===== config.mk =====
export PLATFORM = sky130hd
export DESIGN_NAME = smc_sleep_ctrl
export DESIGN_NICKNAME = d
export VERILOG_FILES = /design/src/logic/smc_pkg.sv /design/src/logic/smc_sleep_ctrl.sv
export SDC_FILE = /design/constraint.sdc
export NUM_CORES = 1
export LEC_CHECK = 0
export BUFFER_PORTS_ARGS = -buffer_cell sky130_fd_sc_hd__buf_2
export CAP_MARGIN = 20
export CORE_UTILIZATION = 45
export CTS_CLUSTER_SIZE = 30
export DETAILED_ROUTE_END_ITERATION = 8
export GPL_TIMING_DRIVEN = 0
export PLACE_DENSITY = 0.7
export SYNTH_ARGS = -nofsm -noshare
export SYNTH_HDL_FRONTEND = slang
export SYNTH_SLANG_ARGS = --single-unit

===== constraint.sdc =====
create_clock -name clock_i -period 1.75 [get_ports clock_i]
set_input_delay 0.0875 -clock clock_i [delete_from_list [all_inputs] [get_ports clock_i]]
set_output_delay 0.0875 -clock clock_i [all_outputs]
set_load 0.02 [all_outputs]

===== src/logic/smc_pkg.sv =====
// Constants, modes, states and carrier types of the sleep mode controller
`default_nettype none
package smc_pkg;

    // ----------------------------------------------------------------
    // Timing
    // ----------------------------------------------------------------
    localparam int CLK_PERIOD_NS = 5;
    localparam int BOD_WAKE_US = 60;
    // Least time, so round up to whole cycles
    localparam int BOD_WAKE_CYC = (BOD_WAKE_US * 1000 + CLK_PERIOD_NS - 1) / CLK_PERIOD_NS;
    localparam logic [15:0] STANDBY_WAKE_CYC = 16'h0006;
    localparam logic [15:0] HALT_CYC = 16'h0004;
    localparam logic [15:0] FUSE_BASE_CYC = 16'h0010;
    localparam logic [2:0] BROWNOUT_SLEEP_OFF_WIN_CYC = 3'h4;

    // ----------------------------------------------------------------
    // Control register layout and reset values
    // ----------------------------------------------------------------
    localparam int BROWNOUT_SLEEP_OFF_BIT = 6;
    localparam int BROWNOUT_SLEEP_OFF_EN_BIT = 5;
    localparam logic BROWNOUT_SLEEP_OFF_RESET = 1'b0;
    localparam logic [15:0] CNT_RESET = 16'h0000;

    typedef enum logic [2:0] {
        MODE_IDLE = 3'h0,
        MODE_QUIET = 3'h1,
        MODE_PDOWN = 3'h2,
        MODE_PSAVE = 3'h3,
        MODE_RSV4 = 3'h4,
        MODE_RSV5 = 3'h5,
        MODE_STBY = 3'h6,
        MODE_XSTBY = 3'h7
    } smc_mode_t;

    typedef enum logic [1:0] {
        ST_AWAKE = 2'b00,
        ST_SLEEP = 2'b01,
        ST_START = 2'b11,
        ST_HALT = 2'b10
    } smc_state_t;

    // ----------------------------------------------------------------
    // Carriers
    // ----------------------------------------------------------------
    typedef struct packed {
        logic sleep_arm_bit;
        logic [2:0] sleep_mode_select;
    } smc_ctrl_t;

    typedef struct packed {
        logic ext_interrupt_zero_level;
        logic ext_interrupt_zero_edge;
        logic ext_other;
        logic pin_change;
        logic twi_match;
        logic twi_irq;
        logic timer2;
        logic spm_ee_ready;
        logic adc_done;
        logic wdt_irq;
        logic other_io;
    } smc_wake_t;

    typedef struct packed {
        logic cpu;
        logic flash;
        logic io;
        logic adc;
        logic asy;
        logic main_osc;
        logic timer_osc;
    } smc_clk_en_t;

    localparam smc_clk_en_t CLK_ALL_ON = 7'h7f;

endpackage : smc_pkg
`default_nettype wire


===== src/logic/smc_sleep_ctrl.sv =====
// Sleep mode controller: clock gating, wake-up sequencing, brown-out sleep control
`default_nettype none

module smc_sleep_ctrl #(
    parameter int BOD_WAKE_CYCLES = smc_pkg::BOD_WAKE_CYC
) (
    input wire logic clock_i,
    input wire logic rst_i,
    input wire smc_pkg::smc_ctrl_t ctrl_i,
    input wire logic sleep_instr_i,
    input wire smc_pkg::smc_wake_t wake_src_i,
    input wire logic reset_req_i,
    input wire logic timer2_async_i,
    input wire logic adc_enable_i,
    input wire logic [3:0] clock_source_fuses_i,
    input wire logic mcu_ctrl_wr_i,
    input wire logic [7:0] mcu_ctrl_wdata_i,
    output logic brownout_sleep_off_o,
    output smc_pkg::smc_clk_en_t clk_en_o,
    output logic brownout_en_o,
    output logic core_halt_o,
    output logic sleeping_o,
    output logic irq_service_o,
    output logic reset_vector_o,
    output logic adc_start_o
);
    import smc_pkg::*;

    // ----------------------------------------------------------------
    // State
    // ----------------------------------------------------------------
    typedef struct packed {
        smc_state_t st;
        smc_mode_t mode;
        logic bod_off;
        logic [15:0] cnt;
        logic brownout_sleep_off;
        logic [2:0] win;
        smc_clk_en_t clk_en;
        logic bod_en;
        logic halt;
        logic irq_go;
        logic rst_go;
        logic adc_go;
        logic slp;
    } smc_regs_t;

    smc_regs_t q;
    smc_regs_t d;

    // ----------------------------------------------------------------
    // Per-mode tables
    // ----------------------------------------------------------------
    function automatic smc_wake_t smc_wake_mask(input smc_mode_t m, input logic t2a);
        smc_wake_t w;
        w = '0;
        unique case (m)
            MODE_IDLE: begin
                w = '1;
            end
            MODE_QUIET: begin
                w.ext_interrupt_zero_level = 1'b1;
                w.ext_other = 1'b1;
                w.pin_change = 1'b1;
                w.twi_match = 1'b1;
                w.twi_irq = 1'b1;
                w.timer2 = t2a;
                w.spm_ee_ready = 1'b1;
                w.adc_done = 1'b1;
                w.wdt_irq = 1'b1;
            end
            MODE_PDOWN, MODE_STBY: begin
                w.ext_interrupt_zero_level = 1'b1;
                w.ext_other = 1'b1;
                w.pin_change = 1'b1;
                w.twi_match = 1'b1;
                w.wdt_irq = 1'b1;
            end
            MODE_PSAVE, MODE_XSTBY: begin
                w.ext_interrupt_zero_level = 1'b1;
                w.ext_other = 1'b1;
                w.pin_change = 1'b1;
                w.twi_match = 1'b1;
                w.wdt_irq = 1'b1;
                w.timer2 = t2a;
            end
            MODE_RSV4, MODE_RSV5: begin
                w = '0;
            end
        endcase
        return w;
    endfunction : smc_wake_mask

    function automatic smc_clk_en_t smc_sleep_clocks(input smc_mode_t m, input logic t2a);
        smc_clk_en_t c;
        c = '0;
        unique case (m)
            MODE_IDLE: begin
                c.io = 1'b1;
                c.adc = 1'b1;
                c.main_osc = 1'b1;
                c.asy = t2a;
                c.timer_osc = t2a;
            end
            MODE_QUIET: begin
                c.adc = 1'b1;
                c.main_osc = 1'b1;
                c.asy = t2a;
                c.timer_osc = t2a;
            end
            MODE_PDOWN: begin
                c = '0;
            end
            MODE_PSAVE: begin
                c.asy = t2a;
                c.timer_osc = t2a;
            end
            MODE_STBY: begin
                c.main_osc = 1'b1;
            end
            MODE_XSTBY: begin
                c.main_osc = 1'b1;
                c.asy = t2a;
                c.timer_osc = t2a;
            end
            MODE_RSV4, MODE_RSV5: begin
                c = CLK_ALL_ON;
            end
        endcase
        return c;
    endfunction : smc_sleep_clocks

    // ----------------------------------------------------------------
    // Derived terms
    // ----------------------------------------------------------------
    smc_mode_t sel_mode;
    logic mode_legal;
    logic bod_eligible;
    logic wake_hit;
    logic [15:0] start_cyc;
    logic [15:0] bod_cyc;

    assign sel_mode = smc_mode_t'(ctrl_i.sleep_mode_select);
    // Reserved codes leave the core running rather than guess a mode
    assign mode_legal = (sel_mode != MODE_RSV4) && (sel_mode != MODE_RSV5);
    assign bod_eligible = (sel_mode == MODE_PDOWN) || (sel_mode == MODE_PSAVE)
        || (sel_mode == MODE_STBY) || (sel_mode == MODE_XSTBY);
    assign wake_hit = |(wake_src_i & smc_wake_mask(q.mode, timer2_async_i));
    assign bod_cyc = 16'(BOD_WAKE_CYCLES);

    // Start-up length depends on what was stopped during sleep
    always_comb begin
        unique case (q.mode)
            MODE_PDOWN, MODE_PSAVE: begin
                start_cyc = FUSE_BASE_CYC << clock_source_fuses_i[2:0];
            end
            MODE_STBY, MODE_XSTBY: begin
                start_cyc = STANDBY_WAKE_CYC;
            end
            MODE_IDLE, MODE_QUIET, MODE_RSV4, MODE_RSV5: begin
                start_cyc = 16'h0001;
            end
        endcase
        if (q.bod_off && (start_cyc < bod_cyc)) begin
            start_cyc = bod_cyc;
        end
    end

    // ----------------------------------------------------------------
    // Next state
    // ----------------------------------------------------------------
    always_comb begin
        d = q;
        d.irq_go = 1'b0;
        d.rst_go = 1'b0;
        d.adc_go = 1'b0;

        // Timed unlock: enable write opens a short window for the real write
        if (q.win != 3'h0) begin
            d.win = q.win - 3'h1;
        end
        if (mcu_ctrl_wr_i) begin
            if (mcu_ctrl_wdata_i[BROWNOUT_SLEEP_OFF_EN_BIT] && mcu_ctrl_wdata_i[BROWNOUT_SLEEP_OFF_BIT]) begin
                d.win = BROWNOUT_SLEEP_OFF_WIN_CYC;
            end else if (q.win != 3'h0 && !mcu_ctrl_wdata_i[BROWNOUT_SLEEP_OFF_EN_BIT]) begin
                d.brownout_sleep_off = mcu_ctrl_wdata_i[BROWNOUT_SLEEP_OFF_BIT];
                d.win = 3'h0;
            end
        end

        unique case (q.st)
            ST_AWAKE: begin
                // Without the arm bit the instruction does nothing
                if (sleep_instr_i && ctrl_i.sleep_arm_bit && mode_legal) begin
                    d.st = ST_SLEEP;
                    d.mode = sel_mode;
                    d.bod_off = q.brownout_sleep_off && bod_eligible;
                    d.adc_go = adc_enable_i
                        && (sel_mode == MODE_IDLE || sel_mode == MODE_QUIET);
                end
            end
            ST_SLEEP: begin
                if (reset_req_i) begin
                    d.st = ST_AWAKE;
                    d.rst_go = 1'b1;
                    d.bod_off = 1'b0;
                end else if (wake_hit) begin
                    d.st = ST_START;
                    d.cnt = start_cyc;
                end
            end
            ST_START: begin
                if (reset_req_i) begin
                    d.st = ST_AWAKE;
                    d.rst_go = 1'b1;
                    d.bod_off = 1'b0;
                end else if (q.cnt <= 16'h0001) begin
                    d.st = ST_HALT;
                    d.cnt = HALT_CYC;
                    d.bod_off = 1'b0;
                end else begin
                    d.cnt = q.cnt - 16'h0001;
                end
            end
            ST_HALT: begin
                if (reset_req_i) begin
                    d.st = ST_AWAKE;
                    d.rst_go = 1'b1;
                end else if (q.cnt <= 16'h0001) begin
                    d.st = ST_AWAKE;
                    d.irq_go = 1'b1;
                    d.cnt = CNT_RESET;
                end else begin
                    d.cnt = q.cnt - 16'h0001;
                end
            end
        endcase

        // Outputs follow the next state so each one leaves a flip-flop
        unique case (d.st)
            ST_AWAKE: begin
                d.clk_en = CLK_ALL_ON;
                d.halt = 1'b0;
            end
            ST_SLEEP: begin
                d.clk_en = smc_sleep_clocks(d.mode, timer2_async_i);
                d.halt = 1'b1;
            end
            ST_START, ST_HALT: begin
                // Core still held; only CPU and flash stay gated
                d.clk_en = CLK_ALL_ON;
                d.clk_en.cpu = 1'b0;
                d.clk_en.flash = 1'b0;
                d.halt = 1'b1;
            end
        endcase
        d.bod_en = !((d.st == ST_SLEEP) && d.bod_off);
        d.slp = (d.st == ST_SLEEP);
    end

    // ----------------------------------------------------------------
    // Registers
    // ----------------------------------------------------------------
    // Reset loads every field of q, control state and registered outputs alike
    always_ff @(posedge clock_i) begin
        if (rst_i) begin
            q.st <= ST_AWAKE;
            q.mode <= MODE_IDLE;
            q.bod_off <= 1'b0;
            q.cnt <= CNT_RESET;
            q.brownout_sleep_off <= BROWNOUT_SLEEP_OFF_RESET;
            q.win <= 3'h0;
            q.clk_en <= CLK_ALL_ON;
            q.bod_en <= 1'b1;
            q.halt <= 1'b0;
            q.irq_go <= 1'b0;
            q.rst_go <= 1'b0;
            q.adc_go <= 1'b0;
            q.slp <= 1'b0;
        end else begin
            q <= d;
        end
    end

    assign brownout_sleep_off_o = q.brownout_sleep_off;
    assign clk_en_o = q.clk_en;
    assign brownout_en_o = q.bod_en;
    assign core_halt_o = q.halt;
    assign sleeping_o = q.slp;
    assign irq_service_o = q.irq_go;
    assign reset_vector_o = q.rst_go;
    assign adc_start_o = q.adc_go;

endmodule : smc_sleep_ctrl
`default_nettype wire


==> results by group <==
Outcome
  • Status: complete, but fails checks
  • Failing checks: negative setup slack

Routing
  • DRC errors left: 0
  • Antenna Violating Nets Remaining: 0
  • TritonRoute pass-1 iters: 5
  • Wire per inst: 19.0 µm
  • DR vias/cell: 6.12
  • Initial drt markers: 302
  • Vias: 2496
  • WL final: 7740 µm

Yosys
  • Unique cell type count in the Yosys netlist: 68
  • Number of synthesized flops with an enable pin: 0
  • Synthesized net count: 303
  • Synth top area cells: dfxtp_1 33%, nor2_1 4.5%, nand2_1 3.5%
  • Post-synthesis sequential element count: 37
  • Post-synthesis cell count: 265
  • Top cell type's share of synthesized area: 32.6%
  • Syn Area/Cell: 8.58 µm²
  • Yosys Warn Count: 0
  • Commonest cells in the netlist: 37 x dfxtp_1, 27 x nor2_1, 21 x nand2_1
  • Seq/Total Area, Yosys: 32.6%
  • Most frequent cell after synthesis: dfxtp_1
  • Largest area contributor in the netlist: dfxtp_1
  • Asr flop ratio synth: 0%
  • Synthesized area: 0.00227 mm²
  • Primary FF master, synth: dfxtp_1

Worst setup path
  • CP Max Fanout: 6
  • Crit start category: flip-flop
  • Crit path max-delay family: compound AO/OA/AOI/OAI gates
  • WP data required: 1.94 ns
  • CP dominant cell by count: buf_4
  • Critical path's largest stage delay: 0.37 ns
  • Worst Setup Path Type: flip-flop to flip-flop
  • Crit path buf inv count: 2
  • Arrival time worst endpoint: 2.03 ns
  • CP Cell Sequence: nor4_4 -> buf_4 -> and4_4 -> a21boi_4 -> buf_4 -> a211o_1 -> a32o_1
  • Max stage delay cell, worst path: dfxtp_2
  • CP Capture Type: flip-flop

Die
  • Die area: 0.00534 mm²
  • Ports: 48
  • Starting Density: 47.5%
  • Die H: 73.1 µm
  • Die X: 73.1 µm
  • Site Rows: 25
  • Floorplan core area: 0.00479 mm²

STA
  • Worst slew pin tran: 0.746 ns
  • Fmax: 543 MHz
  • Fin Setup TNS: -0.641 ns
  • Period utilization: 105%
  • Fin crit period: 1.84 ns
  • Hold Fails Final Rpt: 0
  • Final Setup Violations: 13
  • Worst clock skew: 0.00661 ns
  • Setup slack after layout: -0.0913 ns
  • WHS: 0.0318 ns
  • RSZ-0062 raised after global routing: true
  • Slew HR: 50.3%
  • Slew Limit Fails: 0

Clocking
  • Root Buffer: clkbuf_8
  • Clk slew on worst S/H paths: 0.08 ns
  • CTS Buf Count: 5
  • Clock Tree Buf Depth: 2
  • CTS hold repair buffers: 0
  • H-Tree Depth: 2
  • Clock Latency Late Sink: 0.30 ns
  • TritonCTS clock tree: built
  • Clk sink count: 37

Placed design
  • Placed cell area: 0.00258 mm²
  • Setup Slack @ Placement: -0.362 ns
  • HPWL Detailed: 4340 µm
  • IO buf count: 39
  • Gpl congestion: 0.988

Global routing
  • Grt peak-use layer: met2
  • Tot GR Track Use: 26.8%
  • Largest net degree at the start of global routing: 13
  • Initial antenna violation count: 0
  • M3 GR Usage: 5.80%
  • Vias in the first global route: 2231
  • First-pass GRT wire length: 10800 µm
  • Met2 Usage GRT: 45.1%
  • Met1 GRT Util: 32.5%
  • Gr ovfl total: 0

Power
  • Leakage power: 0.00133 µW
  • Pwr dens: 828 mW/mm²
  • VDD IR max: 0.401 mV

Run
  • Count of max-cap constraint violations: 0

Finish
  • Post-layout nets: 378
  • Final instance area: 0.00328 mm²
  • Layout cells sized above 1: 49.6%
  • Area growth syn-to-layout: 44.3%
  • # fillers: 337
  • Number of diodes: 0
  • Fin util: 68.5%

Worst hold path
  • HP Class: input port to flip-flop
worst paths after layout:
path	cells past startpoint	startpoint	endpoint	slack [ns]
max	7	q[27]	q[31]	-0.09
max reg2reg	7	q[27]	q[31]	-0.09
min reg2reg	2	q[25]	q[25]	0.53
min	3	adc_enable_i	adc_start_o	0.03
flip-flops by register name, indices dropped and copies added (netlist names):
| register | count |
|---|---|
| q | 25 |
| clk_en_o | 5 |
| adc_start_o | 1 |
| brownout_en_o | 1 |
| brownout_sleep_off_o | 1 |
| core_halt_o | 1 |
| irq_service_o | 1 |
| reset_vector_o | 1 |
| sleeping_o | 1 |
timing repair:
action	in CTS	in global routing
setup endpoints to repair	25	23
pin swaps	27	22
resized for setup	43	43
setup buffers	19	11
gates cloned	2	0
layout by cell type (no fill, tap or decap), types with 3 or more instances in the layout:
cell	n
a21oi_1	9
inv_1	7
a211oi_2	5
dfxtp_2	8
nor3_1	7
nor4_1	3
nand2b_1	8
o32ai_2	4
a21oi_2	4
nor2_1	23
dfxtp_1	25
nor2b_1	6
mux2i_1	5
nand3_1	6
buf_2	40
buf_6	5
o21ai_0	6
nand2_1	20
dfxtp_4	4
clkbuf_8	6
buf_4	38
a31oi_1	6
final cells by class:
type,count,area [µm²],share of cell area (%)
Multi-Input combinational cell,199,1710,52.0
Sequential cell,37,766,23.3
Timing Repair Buffer,70,439,13.4
Buffer,18,126,3.85
Tap cell,67,83.8,2.56
Clock buffer,6,82.6,2.52
Inverter,9,38.8,1.18
Clock inverter,2,37.5,1.14
kinds of logic after synthesis:
| logic type | Yosys count | synth area share (%) |
|---|---|---|
| simple gates | 111 | 29.2 |
| compound gates | 73 | 24.6 |
| flops | 37 | 32.6 |
| buf+inv | 29 | 6.66 |
| mux | 7 | 3.19 |
| xor+xnor | 4 | 1.54 |
| fa+ha+maj | 4 | 2.20 |
metrics by stage:
stage / power, µW / instances
floorplan: 1490 / 265
global placement: 1650 / 371
detailed placement: 1660 / 371
CTS: 2580 / 399
global route: 2820 / 408
finish: 2710 / 408
layer usage:
layer / vias up / wire, µm
met2: 151 / 3670
met4: 0 / 351
met5: - / 0
li1: 1128 / -
met1: 1173 / 3180
met3: 44 / 537
worst reg2reg max path, stage by stage, from the launching register on:
cell and delay (ns):
dfxtp_2 0.37, nor4_4 0.25, buf_4 0.18, and4_4 0.26, a21boi_4 0.09, buf_4 0.14
a211o_1 0.24, a32o_1 0.21
where the power goes:
part	total (µW)	switching, µW	leakage, µW	internal (µW)
Combinational	974	539	0.000964	435
Clock	789	326	0.0000574	463
Sequential	952	52.5	0.000308	899
Total	2710	917	0.00133	1800
(Power assumes the default switching activity.)
